**config.mk**
```make
export PLATFORM = sky130hd
export DESIGN_NAME = frir_regs
export DESIGN_NICKNAME = d
export VERILOG_FILES = /design/src/verilog/frir_pkg.sv /design/src/verilog/frir_lookup_if.sv /design/src/verilog/frir_regs.sv /design/src/verilog/frir_caps_table.sv
export SDC_FILE = /design/constraint.sdc
export NUM_CORES = 1
export LEC_CHECK = 0
export BUFFER_PORTS_ARGS = -buffer_cell sky130_fd_sc_hd__buf_4
export CAP_MARGIN = 20
export CORE_MARGIN = 3
export CORE_UTILIZATION = 43
export DETAILED_ROUTE_END_ITERATION = 10
export PLACE_DENSITY = 0.8
export SLEW_MARGIN = 5
export SYNTH_ARGS = -nofsm -noshare
export SYNTH_HDL_FRONTEND = slang
export SYNTH_SLANG_ARGS = --single-unit
```
**constraint.sdc**
```tcl
create_clock -name core_clk -period 1.8 [get_ports core_clk]
set_input_delay 0.54 -clock core_clk [delete_from_list [all_inputs] [get_ports core_clk]]
set_output_delay 0.54 -clock core_clk [all_outputs]
set_load 0.005 [all_outputs]
```
**src/verilog/frir_pkg.sv**
```systemverilog
// What this block does
// - Every capability bit reports one format, mode and frame rate combination.
// - A bit reads one when the combination is offered, zero otherwise.
// - Positions 0 to 7 mean 1.875 up to 240 fps; 8 to 31 reserved.
// - Format 0 mode 1 at 0x204 offers positions 0 to 5 only.
// - Format 0 mode 5 at 0x214 offers positions 0 to 5 only.
// - Format 0 mode 6 at 0x218 offers positions 0 to 4 only.
// - Format 1 mode 2 at 0x228 offers positions 2 to 5 only.
// - Format 1 mode 5 at 0x234 offers positions 1 to 4 only.
// - Format 1 mode 6 at 0x238 offers positions 1 to 4 only.
// - Format 1 mode 7 at 0x23C offers positions 1 to 3 only.
package frir_pkg;

  // ---------------------------------------------------------------
  // Bus geometry
  // ---------------------------------------------------------------
  localparam int ADDR_W = 12;
  localparam int DATA_W = 32;

  // ---------------------------------------------------------------
  // Register offsets
  // ---------------------------------------------------------------
  localparam logic [11:0] OFS_FMT0_MODE1 = 12'h204;
  localparam logic [11:0] OFS_FMT0_MODE5 = 12'h214;
  localparam logic [11:0] OFS_FMT0_MODE6 = 12'h218;
  localparam logic [11:0] OFS_FMT1_MODE2 = 12'h228;
  localparam logic [11:0] OFS_FMT1_MODE5 = 12'h234;
  localparam logic [11:0] OFS_FMT1_MODE6 = 12'h238;
  localparam logic [11:0] OFS_FMT1_MODE7 = 12'h23C;
  localparam logic [11:0] OFS_WATCH_CTRL = 12'h2F8;
  localparam logic [11:0] OFS_WATCH_STAT = 12'h2FC;

  // ---------------------------------------------------------------
  // Capability values, position 0 in bit 31
  // ---------------------------------------------------------------
  localparam logic [31:0] CAPS_FMT0_MODE1 = 32'hFC000000;
  localparam logic [31:0] CAPS_FMT0_MODE5 = 32'hFC000000;
  localparam logic [31:0] CAPS_FMT0_MODE6 = 32'hF8000000;
  localparam logic [31:0] CAPS_FMT1_MODE2 = 32'h3C000000;
  localparam logic [31:0] CAPS_FMT1_MODE5 = 32'h78000000;
  localparam logic [31:0] CAPS_FMT1_MODE6 = 32'h78000000;
  localparam logic [31:0] CAPS_FMT1_MODE7 = 32'h70000000;
  localparam logic [31:0] CAPS_RSVD_MASK = 32'h00FFFFFF;

  // ---------------------------------------------------------------
  // Watch registers: fields and reset values
  // ---------------------------------------------------------------
  localparam int CTRL_COUNT_EN_BIT = 0;
  localparam int STAT_FLAG_BIT = 31;
  localparam int STAT_CNT_W = 16;
  localparam logic CTRL_COUNT_EN_RST = 1'b1;
  localparam logic [15:0] STAT_CNT_RST = 16'h0000;
  localparam logic [15:0] STAT_CNT_MAX = 16'hFFFF;

  // Maps a word offset to its capability value; hit is zero off the map.
  function automatic logic [32:0] frir_caps_of(input logic [11:0] ofs);
    logic [32:0] r;
    r = {1'b1, 32'h00000000};
    case (ofs)
      OFS_FMT0_MODE1: r[31:0] = CAPS_FMT0_MODE1;
      OFS_FMT0_MODE5: r[31:0] = CAPS_FMT0_MODE5;
      OFS_FMT0_MODE6: r[31:0] = CAPS_FMT0_MODE6;
      OFS_FMT1_MODE2: r[31:0] = CAPS_FMT1_MODE2;
      OFS_FMT1_MODE5: r[31:0] = CAPS_FMT1_MODE5;
      OFS_FMT1_MODE6: r[31:0] = CAPS_FMT1_MODE6;
      OFS_FMT1_MODE7: r[31:0] = CAPS_FMT1_MODE7;
      default: r = 33'h000000000;
    endcase
    return r;
  endfunction

endpackage

```
**src/verilog/frir_lookup_if.sv**
```systemverilog
`timescale 1ns/100ps
// Carries an offset to the capability table and its answer back.
interface frir_lookup_if;
  logic [11:0] ofs;
  logic hit;
  logic [31:0] caps;
  modport requester (output ofs, input hit, input caps);
  modport table_side (input ofs, output hit, output caps);
endinterface

```
**src/verilog/frir_regs.sv**
```systemverilog
// The implementer's own choice: the strobed register port.
`timescale 1ns/100ps
module frir_regs (
  input wire logic core_clk,
  input wire logic arst_n,
  input wire logic [11:0] reg_addr,
  input wire logic [31:0] reg_wdata,
  input wire logic reg_wr,
  input wire logic reg_rd,
  output logic [31:0] reg_rdata
);

  // ---------------------------------------------------------------
  // Declarations
  // ---------------------------------------------------------------
  frir_lookup_if lk ();

  logic [31:0] rdata_r;
  logic [31:0] rdata_nxt;
  logic count_en_r;
  logic flag_r;
  logic [15:0] cnt_r;
  logic [15:0] cnt_nxt;
  logic ctrl_sel;
  logic stat_sel;
  logic ro_write;
  logic stat_clear;

  // ---------------------------------------------------------------
  // Capability lookup
  // ---------------------------------------------------------------

  // The table answers in the same cycle; only the read data is registered.
  assign lk.ofs = reg_addr;

  frir_caps_table u_table (
    .lk(lk.table_side)
  );

  // ---------------------------------------------------------------
  // Address decode
  // ---------------------------------------------------------------

  // Word offsets are compared in full, so misaligned addresses miss.
  assign ctrl_sel = (reg_addr == frir_pkg::OFS_WATCH_CTRL);
  assign stat_sel = (reg_addr == frir_pkg::OFS_WATCH_STAT);

  // A write that lands on a capability word is dropped, but noted.
  assign ro_write = reg_wr && lk.hit;

  // Software clears the watch status by writing one to its flag bit.
  assign stat_clear = reg_wr && stat_sel && reg_wdata[frir_pkg::STAT_FLAG_BIT];

  // ---------------------------------------------------------------
  // Watch control
  // ---------------------------------------------------------------

  // Counting can be switched off when a driver probes the map on purpose.
  always_ff @(posedge core_clk or negedge arst_n) begin
    if (!arst_n) begin
      count_en_r <= frir_pkg::CTRL_COUNT_EN_RST;
    end else if (reg_wr && ctrl_sel) begin
      count_en_r <= reg_wdata[frir_pkg::CTRL_COUNT_EN_BIT];
    end
  end

  // ---------------------------------------------------------------
  // Watch status
  // ---------------------------------------------------------------

  // Saturates rather than wraps, so a large count is never mistaken for few.
  always_comb begin
    cnt_nxt = cnt_r;
    if (stat_clear) begin
      cnt_nxt = frir_pkg::STAT_CNT_RST;
    end
    if (ro_write && count_en_r && cnt_r != frir_pkg::STAT_CNT_MAX) begin
      cnt_nxt = stat_clear ? 16'h0001 : cnt_r + 16'h0001;
    end
  end

  always_ff @(posedge core_clk or negedge arst_n) begin
    if (!arst_n) begin
      cnt_r <= frir_pkg::STAT_CNT_RST;
    end else begin
      cnt_r <= cnt_nxt;
    end
  end

  // A dropped write in the clearing cycle wins, so no event is lost.
  always_ff @(posedge core_clk or negedge arst_n) begin
    if (!arst_n) begin
      flag_r <= 1'b0;
    end else if (ro_write && count_en_r) begin
      flag_r <= 1'b1;
    end else if (stat_clear) begin
      flag_r <= 1'b0;
    end
  end

  // ---------------------------------------------------------------
  // Read path
  // ---------------------------------------------------------------

  // Unmapped offsets and idle cycles both read as zero.
  always_comb begin
    rdata_nxt = 32'h00000000;
    if (reg_rd) begin
      if (lk.hit) begin
        rdata_nxt = lk.caps;
      end else if (ctrl_sel) begin
        rdata_nxt[frir_pkg::CTRL_COUNT_EN_BIT] = count_en_r;
      end else if (stat_sel) begin
        rdata_nxt[frir_pkg::STAT_FLAG_BIT] = flag_r;
        rdata_nxt[15:0] = cnt_r;
      end
    end
  end

  // Data stands for exactly the cycle after the read strobe.
  always_ff @(posedge core_clk or negedge arst_n) begin
    if (!arst_n) begin
      rdata_r <= 32'h00000000;
    end else begin
      rdata_r <= rdata_nxt;
    end
  end

  assign reg_rdata = rdata_r;
endmodule

```
**src/verilog/frir_caps_table.sv**
```systemverilog
`timescale 1ns/100ps
// ---------------------------------------------------------------
// Constant capability table
// ---------------------------------------------------------------
module frir_caps_table (
  frir_lookup_if.table_side lk
);

  logic [32:0] entry;

  // Pure decode: the values are fixed by the sensor build, so no storage.
  always_comb begin
    entry = frir_pkg::frir_caps_of(lk.ofs);
  end

  // Reserved positions are forced low even if a table value were mistyped.
  assign lk.hit = entry[32];
  assign lk.caps = entry[31:0] & ~frir_pkg::CAPS_RSVD_MASK;

endmodule

```
# Yosys cells after proc, flatten, opt, wreduce, memory -nomap -nowiden
# Index checks and enable logic that the tools add are counted.
# classes
reduce_logical	11
muxes	16
n_eq_ne	10
add_sub_neg	1
# ops
op	count
$pmux 32 s5	1
$eq 12x10->1 const B	9
$mux 16	5
$mux 32	1
$mux 15	2
$add 16x1->16 const B	1
$ne 16x16->1 const B	1
$mux 1	7
$reduce_or 7->1	1
$logic_and 1x1->1	6
$reduce_bool 2->1	2
$reduce_or 2->1	2
# totals
register_bits	50
out_inout_bits	32
elab_cells	42
in_bits	48

# Depth between registers and ports, before layout
# depth
ltp_word	7
depth_mapped	7
ltp_nobuf	6

# Cells and area by module
# Synthesis repeated with hierarchy kept, for this count alone.
# unflattened
hier_cells	240
area_unflattened_um2	2597.5
# modules_own_cells
module	cells_each	n_inst	seq_area_each_um2	area_each_um2
frir_regs	190	1	1252.5	2234.6
frir_caps_table	50	1	0.0	362.8

# Worst setup path after synthesis
# Ideal clock, no wire load.
# synth_path
path_kind	in2reg
start	in reg_addr[5]
end	reg cnt_r[11]
cell_stages	7
path_buffers	2
setup_time_ps	126
t_required_ps	1674
path_slack_ps	-191
arrival_ps	1865
path_cell_list	buf_6 -> mux2i_1 -> o221ai_2 -> a311oi_2 -> nor2b_1 -> buf_6 -> a221o_1
# synth_between
elab_chain_len	7
elab_cells_between_ends	18
cone_classes	eq/ne (8); mux (3); reduce/logical (7)
# synth_rtl
item	line	source
start, declared	frir_regs.sv:6	input wire logic [11:0] reg_addr,
$eq 12x10->1	frir_pkg.sv:59	case (ofs)
$reduce_or 7->1 (no source line)	--	
$mux 1	frir_pkg.sv:59	
$logic_and 1x1->1	frir_regs.sv:49	assign ro_write = reg_wr && lk.hit;
$logic_and 1x1->1 (2 in series)	frir_regs.sv:77	if (ro_write && count_en_r && cnt_r != frir_pkg::STAT_CNT_MAX) begin
$mux 16 or $reduce_bool 2->1 (tied branches)	--	
end signal, assigned	frir_regs.sv:84	cnt_r <= frir_pkg::STAT_CNT_RST;
end signal, assigned	frir_regs.sv:86	cnt_r <= cnt_nxt;
end, declared	frir_regs.sv:22	logic [15:0] cnt_r;
# Several ways; a longest one is shown, not always the timed one.
# A chain may end at the register's enable or synchronous reset.

# Worst setup path in the final report
# layout_path
start	reg count_en_r
end	reg cnt_r[3]
# layout_between
elab_chain_len	3
elab_cells_between_ends	4
cone_classes	mux (1); reduce/logical (3)
# layout_rtl
item	line	source
start, declared	frir_regs.sv:20	logic count_en_r;
start signal, assigned	frir_regs.sv:61	count_en_r <= frir_pkg::CTRL_COUNT_EN_RST;
start signal, assigned	frir_regs.sv:63	count_en_r <= reg_wdata[frir_pkg::CTRL_COUNT_EN_BIT];
$logic_and 1x1->1 (*) (2 in series)	frir_regs.sv:77	
$mux 16 or $reduce_bool 2->1 (tied branches)	--	
# Mark *: on every way between the ends. The rest lies on a longest branch, timed or not.

==> results by group <==
Setup path
  • Reg2reg end: cnt_r[3]
  • R2r setup slk: -0.03 ns
  • Kind of critical path: flop to flop
  • Largest fanout on the critical path: 9
  • Worst Reg2Reg Path Length in Cells: 5
  • Worst setup endpoint: cnt_r[3]
  • Crit path from: count_en_r
  • WP data arrival: 2.00 ns
  • Setup crit end kind: flop
  • Reg-to-Reg Start: count_en_r
  • Crit path required time: 1.98 ns
  • CP startpoint kind: flop

Finish
  • Layout cell share with drive strength beyond 1: 37.92%
  • Layout Cells excl Fill: roughly 320
  • Fill cells: approximately 350
  • Final net count: 317
  • Area of the multi-input gates: 905.9 sq um
  • Storage cell area: 977.2 sq um
  • Layout overhead on the synthesized area: 36.49%
  • N_diodes: 0

Placement
  • Pre-CTS WS: -0.3767 ns
  • Placed Instances: around 310
  • Port Buffers: 39
  • Hpwl dp: 3332 um
  • Final GP Congestion: 0.8330

Routing
  • DR vias/cell: 5.367
  • 1st-iter DRT viols: 150
  • DRT Pass-1 Iters: 4
  • Routed len/inst: 14.63 um
  • Detail Route Antenna Nets: 0
  • DRC: 0
  • Routed WL: roughly 4700 um
  • Vias post-DR: 1712

STA
  • Final period utilization: 101.4%
  • Final WS setup: -0.02551 ns
  • Final min period: 1.826 ns
  • RSZ-0062 raised after global routing: yes
  • Setup TNS: -0.1586 ns
  • Worst Skew: 0.005091 ns
  • Pins Over Slew Limit: 0
  • Fmax: 0.5478 GHz
  • Final Hold Viols: 0
  • Final Setup Violations: 9

Global routing
  • Global-route wire length before repair: 7866 um
  • Pin count of the biggest net entering global routing: 40
  • Initial antenna violation count: 0
  • Total track usage: 18.85%
  • Global route overflow: 0
  • Vias in the first global route: 1711

Yosys
  • Post-synthesis sequential area ratio: between 40 and 50%
  • Post-synth top area share: 48.32%
  • Number of synthesized flops with an enable pin: 0
  • Top cells by area, synth: dfrtp_1 (48%), buf_4 (4.2%), and2_1 (3.5%)
  • Dominant synthesized flop cell: dfrtp_1
  • Warnings, synthesis: 0
  • Post-synth cell types: 47
  • Synth Register Bits: 39
  • Mapped Area: 1968 sq um
  • Synthesized area per cell: 10.25 sq um
  • Post-Synthesis Cells: 192
  • Asr flop ratio synth: 100.0%
  • Yosys top cell by area: dfrtp_1

Clock network
  • CTS max path bufs: 2
  • Worst-path clk slew: 0.08 ns
  • CTS tree: yes
  • # clock sinks: 39
  • CTS root buffer: clkbuf_8
  • CTS buffer count: 5
  • # H-tree levels: 2
  • Clock Latency Late Sink: 0.29 ns
  • Postcts setup bufs: 0
  • Post-CTS Hold Buffers: 0

Power
  • Clock power share: 43.3%
  • Logic pwr share: 6.6%
  • Leakage power: 1.360 nW
  • Psw: 0.3699 mW
  • Total power: 1.750 mW
  • Reg power frac: 50.1%
  • Pwr Density: 651.4 nW/um^2
  • Pint: about 1.4 mW
  • Switching part of the total: 21.13%
  • Peak VDD IR: a little under 0.3 mV

Hold path
  • Hold WC Path Type: input port to async pin

Floorplanning
  • # rows: 23
  • Num ports: 80
  • Die area: 5425 sq um
  • Placeable Area: 4202 sq um
  • Die Wd: around 74 um
  • Initial Util: between 40% and 50%
  • Die Height: 73.66 um

Status
  • Status: complete, but fails checks
  • Violated checks: setup timing

Run
  • Max cap viols: 0
==> how the worst min path moves through the flow <==
stage	from	endpoint	slack [ns]	cells after the start
CTS	arst_n	reg_rdata[26]	0.22	1
global route	arst_n	reg_rdata[30]	0.24	1
detailed placement	flag_r	flag_r	0.49	2
floorplan	arst_n	cnt_r[0]	0.24	0
global placement	flag_r	flag_r	0.48	2
finish	arst_n	cnt_r[9]	0.21	1
==> power by group through the flow <==
stage / Combinational (mW) / Sequential (mW) / Clock (mW)
floorplan: 0.0546 / 0.894 / 0
global placement: 0.112 / 0.894 / 0
detailed placement: 0.115 / 0.894 / 0
CTS: 0.116 / 0.876 / 0.768
global route: 0.128 / 0.876 / 0.819
finish: 0.115 / 0.876 / 0.758
==> routing by layer <==
metal | part of all wire, % | track usage (%) | up-vias | routed length [um]
li1 | - | - | 820 | -
met1 | 43 | 22.64 | 820 | 2016
met2 | 49 | 32.68 | 65 | 2308
met3 | 5.7 | 4.651 | 7 | 267
met4 | 1.6 | 6.439 | 0 | 74
met5 | 0 | 0 | - | 0
==> repair_timing <==
item                                    CTS  global route
pin swaps                                 1             1
endpoints found under the setup margin   13            13
resized for setup                         5             4
==> critical path, cell delays in order, from the launching register on <==
cell and delay (ns):
dfstp_2 0.54, nor3b_2 0.16, nand4_1 0.18, a311oi_2 0.31
nor2b_2 0.18, a221o_1 0.34
==> logic make-up after synthesis <==
group / Yosys count / share of synthesized area, %
adders and majority gates: 1 / 0.6356
other: 1 / 0.1905
buffers and inverters: 25 / 7.947
AOI/OAI and AO/OA: 29 / 11.38
and+or+nand+nor: 89 / 26.38
xor gates and xnor gates: 5 / 2.225
muxes: 3 / 1.589
DFF: 39 / 49.65
==> sequential cells by signal, summed over array words and instances (netlist names) <==
| signal | cells |
|---|---|
| cnt_r | 16 |
| count_en_r | 1 |
| reg_rdata | 21 |
| flag_r | 1 |
==> per-stage QoR <==
step / hold WS (ns) / instance area (sq um) / utilization [%]
after floorplan: 0.2444 / 2011 / -
after CTS: 0.2248 / 2678 / 63.73
after global routing: 0.2426 / 2686 / 63.94
after global placement: 0.4753 / 2536 / 60.36
after detailed placement: 0.4855 / 2536 / 60.36
final: 0.2122 / 2686 / 63.94
==> Yosys cell counts, types with 2 or more instances <==
master,count
dfrtp_1,38
nor3b_1,2
buf_4,11
o211ai_1,2
mux2i_1,2
a31oi_1,2
clkbuf_1,2
nor2b_1,5
nand3_1,10
nor3_1,5
buf_2,5
o2bb2ai_1,2
xor2_1,2
and4_1,2
nor2_1,13
a21oi_1,4
xnor2_1,3
nand2_1,8
and2_1,11
inv_1,5
a221o_1,6
a211o_1,2
nand4_1,6
nor4_1,5
or3_1,2
buf_6,2
o21ai_0,6
and3_1,10
==> cell usage in the layout (no fill, tap or decap), types with 2 or more instances in the layout <==
cell type,count
buf_4,79
dfrtp_1,38
nor2_1,13
and2_1,11
nand3_1,10
and3_1,10
conb_1,10
nand2_1,8
nand4_1,6
a221o_1,6
clkbuf_8,6
inv_1,5
nor4_1,5
nor2b_1,4
a21oi_1,4
nor3_1,4
o21ai_0,4
xnor2_1,3
or3_1,2
mux2i_1,2
a31oi_1,2
nor3_2,2
and4_1,2
nor3b_2,2
xor2_1,2
o2bb2ai_1,2
a211o_1,2
o211ai_1,2
==> layout make-up <==
cell class                 instances  area share, %
inverter                           5         0.6986
clock buffer                       6          3.074
clock inverter                     2          1.304
tap                               50          2.329
sequential                        39          36.38
multi-input combinational        137          33.72
timing repair buffer              80          22.50
Power figures use the tool's default switching activity.
